==> src/mslc_pkg.sv <==
// Contract
// - writing one to start enables monitoring and pwm with programmed limits
// - reading registers are not updated until start has been set
// - while start is zero, built-in default limits and parameters are used
// - start changes never alter stored limit and parameter contents
// - start stays writable after lock is set
// - start zero forces pwm high 1020 clocks, low 4 clocks per period
// - start zero means no monitoring and readings are not valid
// - fan speed readings always follow the measured tachometer input
// - start zero means no interrupt status bit is set
// - start one permits status bits from limit comparisons
// - start one with lock clear still accepts limit writes
// - lock makes limit registers read only until power loss
// - once lock is set further writes to lock are ignored
// - ready is read only, set after power-up and converters ready
// - override forces all pwm outputs to full duty regardless of lock
// - readings may be invalid up to 82 ms after start is set
// - duty reads full scale when start zero and not manual; writes held (the code reads full scale whenever start is zero, manual set or not)
package mslc_pkg;
    // ****************************************************************
    // register map
    // ****************************************************************
    localparam logic [7:0] MSLC_CTRL_ADDR = 8'h40;
    localparam logic [7:0] MSLC_LIMIT_ADDR = 8'h44;
    localparam logic [7:0] MSLC_DUTY_ADDR = 8'h30;
    localparam logic [7:0] MSLC_TACH_ADDR = 8'h28;
    localparam logic [7:0] MSLC_VALID_ADDR = 8'h50;
    localparam logic [7:0] MSLC_CTRL_RESET = 8'h00;
    localparam int MSLC_START_BIT = 0;
    localparam int MSLC_LOCK_BIT = 1;
    localparam int MSLC_READY_BIT = 2;
    localparam int MSLC_OVRD_BIT = 3;
    localparam int MSLC_MANUAL_BIT = 8;
    localparam logic [7:0] MSLC_FULL_DUTY = 8'hff;
    localparam logic [7:0] MSLC_LIMIT_DEFAULT = 8'h00;
    // ****************************************************************
    // timing
    // ****************************************************************
    localparam int MSLC_CLK_HZ = 40_000_000;
    localparam int MSLC_STARTUP_MS = 82;
    localparam int MSLC_STARTUP_CYC = MSLC_CLK_HZ / 1000 * MSLC_STARTUP_MS;
    localparam int MSLC_READY_CYC = 16;
    localparam int MSLC_PWM_DIV = 4;
    // ****************************************************************
    // bus responses
    // ****************************************************************
    localparam logic [1:0] MSLC_RESP_OKAY = 2'b00;
    localparam logic [1:0] MSLC_RESP_SLVERR = 2'b10;
endpackage

==> src/mslc_pwm_if.sv <==
`timescale 1ns/1ps
interface mslc_pwm_if;
    logic tick;
    logic [7:0] duty;
    logic pwm;
    modport ctrl (output tick, output duty, input pwm);
    modport gen (input tick, input duty, output pwm);
endinterface

==> src/mslc_pwm.sv <==
`timescale 1ns/1ps
module mslc_pwm (
    input wire logic mclk,
    input wire logic rst,
    mslc_pwm_if.gen p
);
    typedef struct packed {
        logic [7:0] cnt;
        logic out;
    } mslc_pwm_state_t;
    mslc_pwm_state_t s_q, s_d;
    always_comb begin
        s_d = s_q;
        if (p.tick) begin
            s_d.cnt = s_q.cnt + 8'h01;
            // full duty 0xff gives 255 high, 1 low in 256 ticks
            s_d.out = (s_q.cnt < p.duty);
        end
    end
    always_ff @(posedge mclk or posedge rst) begin
        if (rst) begin
            s_q <= '0;
        end else begin
            s_q <= s_d;
        end
    end
    assign p.pwm = s_q.out;
endmodule // mslc_pwm

==> src/mslc_top.sv <==
// Implementation choice: the AXI4-Lite interface to the registers.
`timescale 1ns/1ps
module mslc_top #(
    parameter int STARTUP_CYC = mslc_pkg::MSLC_STARTUP_CYC
) (
    input wire logic mclk,
    input wire logic rst,
    input wire logic [7:0] s_axi_awaddr,
    input wire logic s_axi_awvalid,
    output logic s_axi_awready,
    input wire logic [31:0] s_axi_wdata,
    input wire logic [3:0] s_axi_wstrb,
    input wire logic s_axi_wvalid,
    output logic s_axi_wready,
    output logic [1:0] s_axi_bresp,
    output logic s_axi_bvalid,
    input wire logic s_axi_bready,
    input wire logic [7:0] s_axi_araddr,
    input wire logic s_axi_arvalid,
    output logic s_axi_arready,
    output logic [31:0] s_axi_rdata,
    output logic [1:0] s_axi_rresp,
    output logic s_axi_rvalid,
    input wire logic s_axi_rready,
    input wire logic [7:0] meas_value,
    input wire logic meas_strobe,
    input wire logic [15:0] tach_count,
    input wire logic [7:0] auto_duty,
    output logic [7:0] limit_active,
    output logic monitor_enable,
    output logic status_set_enable,
    output logic pwm_out
);
    // ****************************************************************
    // state
    // ****************************************************************
    typedef struct packed {
        logic start;
        logic lock;
        logic ovrd;
        logic manual;
        logic ready;
        logic [4:0] rdy_cnt;
        logic [7:0] limit;
        logic [7:0] duty_wr;
        logic [7:0] reading;
        logic [15:0] tach_s1;
        logic [15:0] tach_s2;
        logic [31:0] settle;
        logic valid;
        logic [1:0] div;
        logic aw_have;
        logic [7:0] aw_addr;
        logic w_have;
        logic [31:0] w_data;
        logic [3:0] w_strb;
        logic bvalid;
        logic [1:0] bresp;
        logic rvalid;
        logic [31:0] rdata;
        logic [1:0] rresp;
    } mslc_state_t;
    mslc_state_t s_q, s_d;
    mslc_pwm_if pif ();
    mslc_pwm u_pwm (
        .mclk(mclk),
        .rst(rst),
        .p(pif)
    );
    function automatic logic known(input logic [7:0] a);
        known = (a == mslc_pkg::MSLC_CTRL_ADDR) ||
            (a == mslc_pkg::MSLC_LIMIT_ADDR) ||
            (a == mslc_pkg::MSLC_DUTY_ADDR) ||
            (a == mslc_pkg::MSLC_TACH_ADDR) ||
            (a == mslc_pkg::MSLC_VALID_ADDR);
    endfunction
    logic [7:0] duty_eff;
    logic [7:0] duty_rd;
    logic wr_go;
    logic [31:0] wd;
    // ****************************************************************
    // duty selection
    // ****************************************************************
    always_comb begin
        if (s_q.ovrd) begin
            duty_eff = mslc_pkg::MSLC_FULL_DUTY;
        end else if (!s_q.start) begin
            duty_eff = mslc_pkg::MSLC_FULL_DUTY;
        end else if (s_q.manual) begin
            duty_eff = s_q.duty_wr;
        end else begin
            duty_eff = auto_duty;
        end
        if (!s_q.start && !s_q.manual) begin
            duty_rd = mslc_pkg::MSLC_FULL_DUTY;
        end else begin
            duty_rd = duty_eff;
        end
    end
    assign pif.tick = (s_q.div == 2'(mslc_pkg::MSLC_PWM_DIV - 1));
    assign pif.duty = duty_eff;
    assign pwm_out = pif.pwm;
    // ****************************************************************
    // next state
    // ****************************************************************
    always_comb begin
        s_d = s_q;
        wr_go = s_q.aw_have && s_q.w_have && !s_q.bvalid;
        wd = s_q.w_data;
        s_d.div = s_q.div + 2'd1;
        if (!s_q.ready) begin
            s_d.rdy_cnt = s_q.rdy_cnt + 5'd1;
            if (s_q.rdy_cnt == 5'(mslc_pkg::MSLC_READY_CYC - 1)) begin
                s_d.ready = 1'b1;
            end
        end
        s_d.tach_s1 = tach_count;
        s_d.tach_s2 = s_q.tach_s1;
        if (s_q.start && meas_strobe) begin
            s_d.reading = meas_value;
        end
        if (!s_q.start) begin
            s_d.settle = '0;
            s_d.valid = 1'b0;
        end else if (!s_q.valid) begin
            s_d.settle = s_q.settle + 32'd1;
            if (s_q.settle >= 32'(STARTUP_CYC - 1)) begin
                s_d.valid = 1'b1;
            end
        end
        if (s_axi_awvalid && !s_q.aw_have) begin
            s_d.aw_have = 1'b1;
            s_d.aw_addr = s_axi_awaddr;
        end
        if (s_axi_wvalid && !s_q.w_have) begin
            s_d.w_have = 1'b1;
            s_d.w_data = s_axi_wdata;
            s_d.w_strb = s_axi_wstrb;
        end
        if (wr_go) begin
            s_d.aw_have = 1'b0;
            s_d.w_have = 1'b0;
            s_d.bvalid = 1'b1;
            s_d.bresp = known(s_q.aw_addr) ? mslc_pkg::MSLC_RESP_OKAY
                : mslc_pkg::MSLC_RESP_SLVERR;
            if (s_q.aw_addr == mslc_pkg::MSLC_CTRL_ADDR) begin
                if (s_q.w_strb[0]) begin
                    s_d.start = wd[mslc_pkg::MSLC_START_BIT];
                    s_d.ovrd = wd[mslc_pkg::MSLC_OVRD_BIT];
                    if (!s_q.lock) begin
                        s_d.lock = wd[mslc_pkg::MSLC_LOCK_BIT];
                    end
                end
                if (s_q.w_strb[1] && !s_q.lock) begin
                    s_d.manual = wd[mslc_pkg::MSLC_MANUAL_BIT];
                end
            end
            if (s_q.aw_addr == mslc_pkg::MSLC_LIMIT_ADDR && s_q.w_strb[0]
                && !s_q.lock) begin
                s_d.limit = wd[7:0];
            end
            if (s_q.aw_addr == mslc_pkg::MSLC_DUTY_ADDR && s_q.w_strb[0]
                && !s_q.lock) begin
                s_d.duty_wr = wd[7:0];
            end
        end
        if (s_q.bvalid && s_axi_bready) begin
            s_d.bvalid = 1'b0;
        end
        if (s_axi_arvalid && !s_q.rvalid) begin
            s_d.rvalid = 1'b1;
            s_d.rresp = mslc_pkg::MSLC_RESP_OKAY;
            s_d.rdata = '0;
            unique case (s_axi_araddr)
                mslc_pkg::MSLC_CTRL_ADDR: begin
                    // upper control bits read zero
                    s_d.rdata[mslc_pkg::MSLC_START_BIT] = s_q.start;
                    s_d.rdata[mslc_pkg::MSLC_LOCK_BIT] = s_q.lock;
                    s_d.rdata[mslc_pkg::MSLC_READY_BIT] = s_q.ready;
                    s_d.rdata[mslc_pkg::MSLC_OVRD_BIT] = s_q.ovrd;
                    s_d.rdata[mslc_pkg::MSLC_MANUAL_BIT] = s_q.manual;
                end
                mslc_pkg::MSLC_LIMIT_ADDR: s_d.rdata[7:0] = s_q.limit;
                mslc_pkg::MSLC_DUTY_ADDR: s_d.rdata[7:0] = duty_rd;
                mslc_pkg::MSLC_TACH_ADDR: s_d.rdata[15:0] = s_q.tach_s2;
                mslc_pkg::MSLC_VALID_ADDR: begin
                    s_d.rdata[7:0] = s_q.reading;
                    s_d.rdata[8] = s_q.valid;
                end
                default: s_d.rresp = mslc_pkg::MSLC_RESP_SLVERR;
            endcase
        end else if (s_q.rvalid && s_axi_rready) begin
            s_d.rvalid = 1'b0;
        end
    end
    // ****************************************************************
    // registers
    // ****************************************************************
    always_ff @(posedge mclk or posedge rst) begin
        if (rst) begin
            s_q <= '0;
        end else begin
            s_q <= s_d;
        end
    end
    // ****************************************************************
    // outputs
    // ****************************************************************
    // programmed limit only while started, default otherwise
    assign limit_active = s_q.start ? s_q.limit
        : mslc_pkg::MSLC_LIMIT_DEFAULT;
    assign monitor_enable = s_q.start;
    assign status_set_enable = s_q.start;
    assign s_axi_awready = !s_q.aw_have;
    assign s_axi_wready = !s_q.w_have;
    assign s_axi_bvalid = s_q.bvalid;
    assign s_axi_bresp = s_q.bresp;
    assign s_axi_arready = !s_q.rvalid;
    assign s_axi_rvalid = s_q.rvalid;
    assign s_axi_rdata = s_q.rdata;
    assign s_axi_rresp = s_q.rresp;
endmodule // mslc_top

==> config.mk <==
export PLATFORM = sky130hd
export DESIGN_NAME = mslc_top
export DESIGN_NICKNAME = d
export VERILOG_FILES = /design/src/mslc_pkg.sv /design/src/mslc_pwm_if.sv /design/src/mslc_pwm.sv /design/src/mslc_top.sv
export SDC_FILE = /design/constraint.sdc
export NUM_CORES = 1
export LEC_CHECK = 0
export BUFFER_PORTS_ARGS = -buffer_cell sky130_fd_sc_hd__buf_2
export CAP_MARGIN = 40
export CORE_MARGIN = 2
export CORE_UTILIZATION = 56
export CTS_CLUSTER_SIZE = 16
export DETAILED_ROUTE_END_ITERATION = 12
export PLACE_DENSITY = 0.81
export SLEW_MARGIN = 15
export SYNTH_ARGS = -nofsm -noshare
export SYNTH_HDL_FRONTEND = slang
export SYNTH_SLANG_ARGS = --single-unit
==> constraint.sdc <==
create_clock -name mclk -period 8.4 [get_ports mclk]
set_input_delay 0.84 -clock mclk [delete_from_list [all_inputs] [get_ports mclk]]
set_output_delay 0.84 -clock mclk [all_outputs]
set_load 0.02 [all_outputs]
==> impl_metrics.env, run 1 <==
export IMPL_cellLeakagePower_nw=3.73
export IMPL_critPathArrivalTime_ns=3.00
export IMPL_critPathCaptureType="flop"
export IMPL_die_x_um=116
export IMPL_route_vias_total=4983
export IMPL_coreArea_um2=12100
export IMPL_cts_setup_buffers=0
export IMPL_maxCapViolCount=0
export IMPL_grt_pass1_wl_um=24800
export IMPL_tightest_slew_ns=0.819
export IMPL_dieArea_um2=13400
export IMPL_timing_fmax_ghz=0.374
export IMPL_cp_start_kind="flop"
export IMPL_hold_viol_final=0
export IMPL_grt_pass1_vias=5065
export IMPL_postRouteAntennaNets=0
export IMPL_ctsHoldBuffers=0
export IMPL_initial_utilization_pct=57.8
export IMPL_yosysMostFrequentCell="dfrtp_1"
export IMPL_io_pins=144
export IMPL_min_path_type="flop to flop"
export IMPL_syn2layout_area_growth_pct=15.1
export IMPL_tns_ns=0
export IMPL_cts_resized=0
export IMPL_synth_cells=619
export IMPL_clock_latency_ns=0.42
export IMPL_peakVddDrop_v=0.000250
export IMPL_dp_cells=846
export IMPL_synth_top_area_cell="dfrtp_1"
export IMPL_async_flop_share_pct=100
export IMPL_grt_overflow=0
export IMPL_synth_edf_count=0
export IMPL_hpwl_um=10500
export IMPL_wire_per_inst_um=17.3
export IMPL_cts_tree="built"
export IMPL_synth_area_top_cells="dfrtp_1 (54%), mux2_2 (6.3%), buf_4 (4.0%)"
export IMPL_worstPathMaxFanout=28
export IMPL_drc=0
export IMPL_first_pass_iters=5
export IMPL_cts_buffers=17
export IMPL_setup_viol=0
export IMPL_port_buffers=100
export IMPL_ys_warn_count=0
export IMPL_wl_um=15300
export IMPL_fin_nets=803
export IMPL_drive_gt1_share_pct=25.7
export IMPL_period_needed_ns=2.68
export IMPL_htree_levels=4
export IMPL_syn_area_um2=6970
export IMPL_slew_headroom_pct=45.0
export IMPL_avgSynthCellArea_um2=11.3
export IMPL_final_setup_skew_ns=0.00989
export IMPL_outcome="completed"
export IMPL_ys_flop_type="dfrtp_1"
export IMPL_synth_cell_types=57
export IMPL_clk_pin_slew_worst_paths_ns=0.06
export IMPL_finalWeightedCongestion=0.827
export IMPL_drv_slew=0
export IMPL_die_height_um=116
export IMPL_synth_seq_cells=151
export IMPL_vias_per_cell=5.64
export IMPL_synth_common_cells="dfrtp_1 (151), nand2_1 (40), mux2_2 (39)"
export IMPL_yosysSeqAreaShare_pct=54.2
export IMPL_rsz0062_at_grt="no"
export IMPL_power_density_nw_per_um2=242
export IMPL_fin_cells=884
export IMPL_dr_first_iter_drc_count=327
export IMPL_clk_path_buf_depth=2
export IMPL_period_share_pct=31.9
export IMPL_clockRootBuffer="clkbuf_16"
export IMPL_synth_top_cell_area_share_pct=54.2
export IMPL_track_usage_pct=24.4
export IMPL_row_count=40
export IMPL_clock_sinks=151
export IMPL_cp_required_ns=8.73
export IMPL_crit_type="flop to flop"
export IMPL_grt_max_degree=66
export IMPL_antenna_found_initial=4
[worst paths after layout]
kind,cells past startpoint,to,start,slack [ns]
max in group asynchronous,4,u_pwm.s_q[7],rst,6.78
setup / recovery,8,u_pwm.p.pwm,monitor_enable,5.72
min in group asynchronous,2,s_q[97],rst,0.48
hold / removal,0,s_q[126],s_d[126],0.35
setup reg to reg,8,u_pwm.p.pwm,monitor_enable,5.72
hold reg to reg,0,s_q[126],s_d[126],0.35
[flip-flops by register name, indices dropped and copies added (netlist names)]
name / count
s_q: 96
monitor_enable: 1
s_axi_rvalid: 1
s_axi_bresp: 1
s_axi_bvalid: 1
wd: 9
s_d: 16
s_axi_rdata: 16
u_pwm.s_q: 8
s_axi_rresp: 1
u_pwm.p.pwm: 1
[layer usage]
metal / GRT usage [%] / wire length [um] / up-vias
met1: 29.3 / 6160 / 2454
met4: 10.3 / 326 / 0
met3: 7.32 / 957 / 31
li1: - / - / 2314
met2: 41.1 / 7850 / 184
met5: 0 / 0 / -
[critical path, stage by stage, from the launching register on]
cell and delay [ns]:
dfrtp_1 0.89, nor2b_1 0.29, buf_4 0.23, and2_1 0.16
ha_1 0.24, a21oi_1 0.18, o21ai_0 0.18, a21o_1 0.25
a41oi_1 0.18
[cell families after synthesis]
logic type	count (synthesis)	share of synthesized area, %
and+or+nand+nor	203	16.6
muxes	65	10.2
AOI/OAI and AO/OA	89	7.85
other	1	0.0538
buffers and inverters	77	6.30
DFF	151	54.2
adders and majority gates	12	2.15
xor gates and xnor gates	21	2.64
[cells in the final DEF, fill, tap and decap left out, types with 6 or more instances in the layout]
master,n
mux2_1,8
nor2_1,29
o21ai_1,9
a21oi_1,34
xnor2_1,14
or3_1,6
dfrtp_1,151
nor3_1,8
nand2b_1,10
mux2i_1,18
conb_1,18
mux2_2,39
o21ai_0,11
nand4_1,9
or4_1,11
inv_1,13
nand3_1,17
nor2b_1,11
nor4_1,11
o31ai_1,9
xor2_1,7
ha_1,12
buf_2,100
and2_1,24
nand2_1,40
clkbuf_16,17
[per-stage QoR]
stage | setup WS (ns) | instance area (um^2) | hold WS (ns) | util (%) | total power [mW]
3_3_place_gp | 5.60 | 7380 | 0.332 | 61.2 | 1.17
6_report | 5.72 | 8020 | 0.348 | 66.5 | 1.94
5_1_grt | 5.50 | 8020 | 0.355 | 66.5 | 2.02
4_1_cts | 5.37 | 8000 | 0.349 | 66.3 | 1.94
3_5_place_dp | 5.45 | 7420 | 0.335 | 61.5 | 1.19
2_1_floorplan | 3.50 | 7030 | 0.331 | - | 1.11
[layout make-up]
type / instances / area [um^2]
multi-input combinational: 408 / 2820
timing repair buffer: 106 / 566
inverter: 15 / 61.3
fill: 897 / 4040
tap: 168 / 210
clock inverter: 14 / 153
clock buffer: 18 / 429
sequential: 151 / 3780
antenna: 4 / 10.0
[report_power, final]
part	switching (mW)	internal, mW
clock	0.330	0.422
sequential	0.0835	0.824
combinational	0.148	0.131
total	0.562	1.38
Note: power is estimated with default switching activity, not from simulation.
==> inputs of run 2 (changes only) <==
ABC_AREA = 1   (was default)
clock period = 2.6 ns   (was 8.4 ns; I/O delays follow)
==> run 2 against run 1 <==
Fmax is 50% higher. Sequential cell count stayed put. Cell count is 33% higher. Highest routed layer unchanged. Utilization increased by 1.8 points. Total power rose to 3.1 times the previous value. Clock skew is 0.00068 ns higher. Critical endpoint unchanged. Clock power grew to 3.4 times the previous value.
==> impl_metrics.env, run 2 <==
export IMPL_post_place_ws_ns=0.863
export IMPL_clock_latency_ns=0.43
export IMPL_largest_reg_flops=96
export IMPL_cp_start_kind="flop"
export IMPL_whs_ns=0.0164
export IMPL_final_setup_skew_ns=0.0106
export IMPL_synth_common_cells="nand2_1 (215), dfrtp_1 (151), inv_1 (107)"
export IMPL_clock_sinks=151
export IMPL_synth_cell_types=40
export IMPL_dieArea_um2=14100
export IMPL_min_path_type="primary input to flop"
export IMPL_most_common_layout_cells="nand2_1 (215), dfrtp_1 (151), inv_1 (106)"
export IMPL_avgSynthCellArea_um2=8.33
export IMPL_finalPower_mw=6.07
export IMPL_first_pass_iters=5
export IMPL_die_height_um=119
export IMPL_yosysSeqAreaShare_pct=51.2
export IMPL_ys_flop_type="dfrtp_1"
export IMPL_wl_um=16300
export IMPL_grt_max_degree=84
export IMPL_critPathArrivalTime_ns=2.15
export IMPL_grt_pass1_wl_um=27700
export IMPL_fin_cells=1179
export IMPL_cp_required_ns=2.96
export IMPL_cts_tree="built"
export IMPL_synth_area_top_cells="dfrtp_1 (51%), nand2_1 (11%), inv_1 (5.4%)"
export IMPL_clockRootBuffer="clkbuf_16"
export IMPL_wire_per_inst_um=13.9
export IMPL_tns_ns=0
export IMPL_clk_pin_slew_worst_paths_ns=0.06
export IMPL_power_frac_clock_pct=42.2
export IMPL_row_count=41
export IMPL_cellLeakagePower_nw=4.29
export IMPL_finalWeightedCongestion=0.893
export IMPL_n_fill_cell=1036
export IMPL_synth_edf_count=0
export IMPL_synth_top_cell_area_share_pct=51.2
export IMPL_period_needed_ns=1.79
export IMPL_synth_cells=886
export IMPL_vias_per_cell=5.13
export IMPL_crit_type="flop to flop"
export IMPL_final_setup_worst_slack_ns=0.811
export IMPL_slew_headroom_pct=57.1
export IMPL_utilization_pct=68.3
export IMPL_num_antenna_cells=0
export IMPL_rsz0062_at_grt="no"
export IMPL_tightest_slew_ns=0.642
export IMPL_syn2layout_area_growth_pct=17.7
export IMPL_drive_gt1_share_pct=18.6
export IMPL_power_density_nw_per_um2=698
export IMPL_final_common_cell="nand2_1"
export IMPL_antenna_found_initial=0
export IMPL_hpwl_um=11300
export IMPL_drc=0
export IMPL_synth_seq_cells=151
export IMPL_period_share_pct=68.8
export IMPL_peakVddDrop_v=0.000677
export IMPL_dp_cells=1129
export IMPL_synth_top_area_cell="dfrtp_1"
export IMPL_max_flop_register="s_q"
export IMPL_p_int_mw=4.40
export IMPL_worstPathMaxFanout=8
export IMPL_async_flop_share_pct=100
export IMPL_maxCapViolCount=0
export IMPL_route_vias_total=6049
export IMPL_regArea_um2=3780
export IMPL_die_x_um=119
export IMPL_yosysMostFrequentCell="nand2_1"
export IMPL_fin_nets=1098
export IMPL_dr_first_iter_drc_count=347
export IMPL_outcome="completed"
export IMPL_setup_viol=0
export IMPL_dpl_cell_area_um2=7870
export IMPL_seqPwrFrac_pct=45.3
export IMPL_port_buffers=100
export IMPL_initial_utilization_pct=58.0
export IMPL_grt_pass1_vias=6009
export IMPL_cts_setup_buffers=0
export IMPL_swShare_pct=27.4
export IMPL_multi_input_area_um2=2880
export IMPL_timing_fmax_ghz=0.559
export IMPL_coreArea_um2=12700
export IMPL_ys_warn_count=0
export IMPL_htree_levels=4
export IMPL_cts_resized=0
export IMPL_design_area_um2=8690
export IMPL_grt_overflow=0
export IMPL_hold_viol_final=0
export IMPL_critPathCaptureType="flop"
export IMPL_cts_buffers=17
export IMPL_clk_path_buf_depth=2
export IMPL_track_usage_pct=24.7
export IMPL_syn_area_um2=7380
export IMPL_power_frac_comb_pct=12.5
export IMPL_postRouteAntennaNets=0
export IMPL_p_sw_mw=1.66
export IMPL_drv_slew=0
export IMPL_io_pins=144
## run 2: changes by cell type after synthesis, sizes merged, moves of 21 or more
cell   previous run  this run
mux2             47         8
nand3            17        55
and2             24         3
o21ai            20        72
nand2            40       220
inv              14       114
nor2             29       104
## run 2: cell type report
type,instances,share of cell area (%)
sequential,151,43.5
multi-input combinational,586,33.2
timing repair buffer,124,8.70
inverter,114,4.97
clock buffer,17,4.90
tap,172,2.48
clock inverter,15,2.25
## run 2: repair_timing
item	in CTS	in global routing
endpoints found under the setup margin	0	0
hold buffers	17	0
hold endpoints to repair	86	0
## run 2: final timing paths
| check | start | to | slack [ns] | cells past startpoint |
|---|---|---|---|---|
| worst min register to register | s_d[128] | s_q[128] | 0.35 | 0 |
| max in group asynchronous | rst | s_q[125] | 1.69 | 5 |
| worst min-delay path | s_axi_bready | s_axi_bvalid | 0.02 | 2 |
| min in group asynchronous | rst | s_axi_bresp[1] | 0.42 | 4 |
| worst max register to register | monitor_enable | u_pwm.p.pwm | 0.81 | 10 |
| worst max-delay path | monitor_enable | u_pwm.p.pwm | 0.81 | 10 |
## run 2: per-layer routing
layer / routed length (um) / global-route usage, %
met1: 6770 / 29.5
met2: 8150 / 41.8
met3: 833 / 6.18
met4: 594 / 12.0
met5: 0 / 0
## run 2: critical path, cell delays in order, from the launching register on
cell	delay, ns
dfrtp_1	0.38
inv_1	0.29
nor2_4	0.10
nand3_1	0.13
inv_1	0.06
ha_1	0.32
nand3_1	0.09
nand3_1	0.08
a41oi_1	0.17
nand2_1	0.07
nand2_1	0.05
## run 2: logic make-up (layout without fill, tap and decap cells)
group,Yosys count,in the layout,share of synthesized area (%)
compound gates,123,123,8.55
xor+xnor,10,10,1.19
fa+ha+maj,12,12,2.03
buf+inv,166,270,10.6
flops,151,151,51.2
mux,8,8,1.22
other cells,1,18,0.0508
simple gates,415,415,25.2
## run 2: power by group through the flow
stage / logic, mW / clock network [mW] / registers [mW]
2_1_floorplan: 0.556 / 0 / 2.76
3_5_place_dp: 0.733 / 0 / 2.79
6_report: 0.757 / 2.56 / 2.75
3_3_place_gp: 0.705 / 0 / 2.77
4_1_cts: 0.760 / 2.58 / 2.75
5_1_grt: 0.858 / 2.69 / 2.78
==> inputs of run 3 (changes only) <==
CORE_UTILIZATION = 50   (was 56)
PLACE_DENSITY = 0.76   (was 0.81)
clock period = 1.6 ns   (was 2.6 ns; I/O delays follow)
==> run 3 against run 2 <==
Largest cell class unchanged. Cell count is 5.1% higher. Critical path depth is 6 lower. Sequential cell count unchanged. Worst hold slack worse by 0.011 ns. Non-clock buffer count grew 48. Sequential power rose by 63%. Sequential share of layout area shrank 2.4 points. Utilization is 4.8 points lower. Global-route usage down 2.7 points. First-iteration DRC count increased by 21%.
==> impl_metrics.env, run 3 (synthesis results as in run 2) <==
export IMPL_p_sw_mw=2.86
export IMPL_vias_per_cell=4.96
export IMPL_p_int_mw=6.98
export IMPL_setup_viol=0
export IMPL_slew_headroom_pct=63.3
export IMPL_wl_um=16800
export IMPL_wire_per_inst_um=13.6
export IMPL_power_frac_clock_pct=40.9
export IMPL_tightest_slew_ns=0.550
export IMPL_postRouteAntennaNets=0
export IMPL_cp_required_ns=1.44
export IMPL_dp_cells=1158
export IMPL_die_x_um=125
export IMPL_first_pass_iters=6
export IMPL_critPathArrivalTime_ns=1.42
export IMPL_regToRegSetupSlack_ns=0.02
export IMPL_syn2layout_area_growth_pct=24.6
export IMPL_utilization_pct=63.5
export IMPL_period_share_pct=99.0
export IMPL_maxCapViolCount=0
export IMPL_clk_pin_slew_worst_paths_ns=0.07
export IMPL_r2r_start="monitor_enable"
export IMPL_row_count=44
export IMPL_cts_tree="built"
export IMPL_grt_pass1_wl_um=28200
export IMPL_fin_nets=1146
export IMPL_holdPathEnd="s_q[155]"
export IMPL_whs_ns=0.00582
export IMPL_outcome="completed"
export IMPL_crit_type="flop to primary output"
export IMPL_rr_worst_depth=12
export IMPL_clock_sinks=151
export IMPL_io_pins=144
export IMPL_htree_levels=4
export IMPL_n_fill_cell=1234
export IMPL_grt_max_degree=106
export IMPL_min_delay_start="meas_value[4]"
export IMPL_clk_path_buf_depth=2
export IMPL_hpwl_um=11600
export IMPL_num_antenna_cells=0
export IMPL_timing_fmax_ghz=0.631
export IMPL_drive_gt1_share_pct=22.0
export IMPL_worstPathMaxFanout=41
export IMPL_clock_latency_ns=0.42
export IMPL_route_vias_total=6145
export IMPL_max_flop_register="s_q"
export IMPL_drv_slew=0
export IMPL_cp_start_kind="flop"
export IMPL_fin_cells=1239
export IMPL_period_needed_ns=1.58
export IMPL_final_setup_skew_ns=0.00829
export IMPL_coreArea_um2=14500
export IMPL_min_path_type="primary input to flop"
export IMPL_antenna_found_initial=0
export IMPL_hold_depth=3
export IMPL_grt_pass1_vias=6081
export IMPL_critPathCaptureType="primary output"
export IMPL_cts_buffers=17
export IMPL_largest_reg_flops=96
export IMPL_hold_viol_final=0
export IMPL_die_height_um=125
export IMPL_swShare_pct=29.0
export IMPL_initial_utilization_pct=51.0
export IMPL_dpl_cell_area_um2=8020
export IMPL_power_frac_comb_pct=13.6
export IMPL_track_usage_pct=22.0
export IMPL_final_common_cell="nand2_1"
export IMPL_peakVddDrop_v=0.000988
export IMPL_design_area_um2=9200
export IMPL_clockRootBuffer="clkbuf_16"
export IMPL_cellLeakagePower_nw=4.49
export IMPL_rsz0062_at_grt="yes"
export IMPL_finalWeightedCongestion=0.859
export IMPL_dieArea_um2=15700
export IMPL_most_common_layout_cells="nand2_1 (214), dfrtp_1 (148), inv_1 (103)"
export IMPL_drc=0
export IMPL_dr_first_iter_drc_count=420
export IMPL_r2r_end="u_pwm.p.pwm"
export IMPL_seqPwrFrac_pct=45.4
export IMPL_grt_overflow=0
export IMPL_finalPower_mw=9.84
export IMPL_power_density_nw_per_um2=1070
export IMPL_port_buffers=100
==> run 3: power by group through the flow <==
stage	logic, mW	clock network [mW]	registers, mW
detailed placement	1.20	0	4.53
global route	1.51	4.27	4.51
finish	1.34	4.03	4.47
global placement	1.18	0	4.51
CTS	1.30	4.09	4.46
floorplan	0.903	0	4.48
==> run 3: layout make-up <==
cell class | count | area [um^2] | share of cell area (%)
Clock buffer | 17 | 425 | 4.63
Clock inverter | 15 | 181 | 1.97
Inverter | 114 | 434 | 4.72
Multi-Input combinational cell | 586 | 2970 | 32.3
Sequential cell | 151 | 3780 | 41.1
Tap cell | 184 | 230 | 2.50
Timing Repair Buffer | 172 | 1170 | 12.8
==> run 3: metrics by stage <==
| step | worst slack (ns) | setup TNS, ns |
|---|---|---|
| 5_1_grt | -0.0912 | -0.537 |
| 3_5_place_dp | -0.0151 | -0.0151 |
| 4_1_cts | 0.000119 | 0 |
| 2_1_floorplan | -0.463 | -69.99 |
| 3_3_place_gp | 0.0448 | 0 |
| 6_report | 0.0157 | 0 |
==> run 3: metal layers <==
metal	vias to the layer above	wire length, um	global-route usage, %	part of all wire [%]
li1	3081	-	-	-
met1	2893	7310	27.4	43
met2	143	8490	38.1	51
met3	28	587	4.71	3.5
met4	0	420	7.84	2.5
met5	-	0	0	0
==> run 3: worst max path at each step <==
| stage | start | cells past startpoint | slack, ns | to |
|---|---|---|---|---|
| 2_1_floorplan | rst | 1 | -0.46 | monitor_enable |
| 3_3_place_gp | s_q[182] | 11 | 0.04 | u_pwm.p.pwm |
| 3_5_place_dp | s_q[182] | 11 | -0.02 | u_pwm.p.pwm |
| 4_1_cts | monitor_enable | 10 | 0.0001 | u_pwm.p.pwm |
| 5_1_grt | monitor_enable | 12 | -0.09 | u_pwm.p.pwm |
| 6_report | monitor_enable | 4 | 0.02 | limit_active[3] |
==> run 3: repair_timing <==
action                                  in CTS  in global routing
hold buffers                                41                  0
setup buffers                                0                  8
gates resized for setup                      3                 26
hold endpoints to repair                   191                  0
pin swaps                                    1                  7
endpoints found under the setup margin       9                 32
==> run 3: worst max-delay path, cell delays in order, from the launching register on <==
cell,delay [ns]
dfrtp_1,0.37
clkbuf_8,0.31
nand2_1,0.11
inv_1,0.06
buf_2,0.15
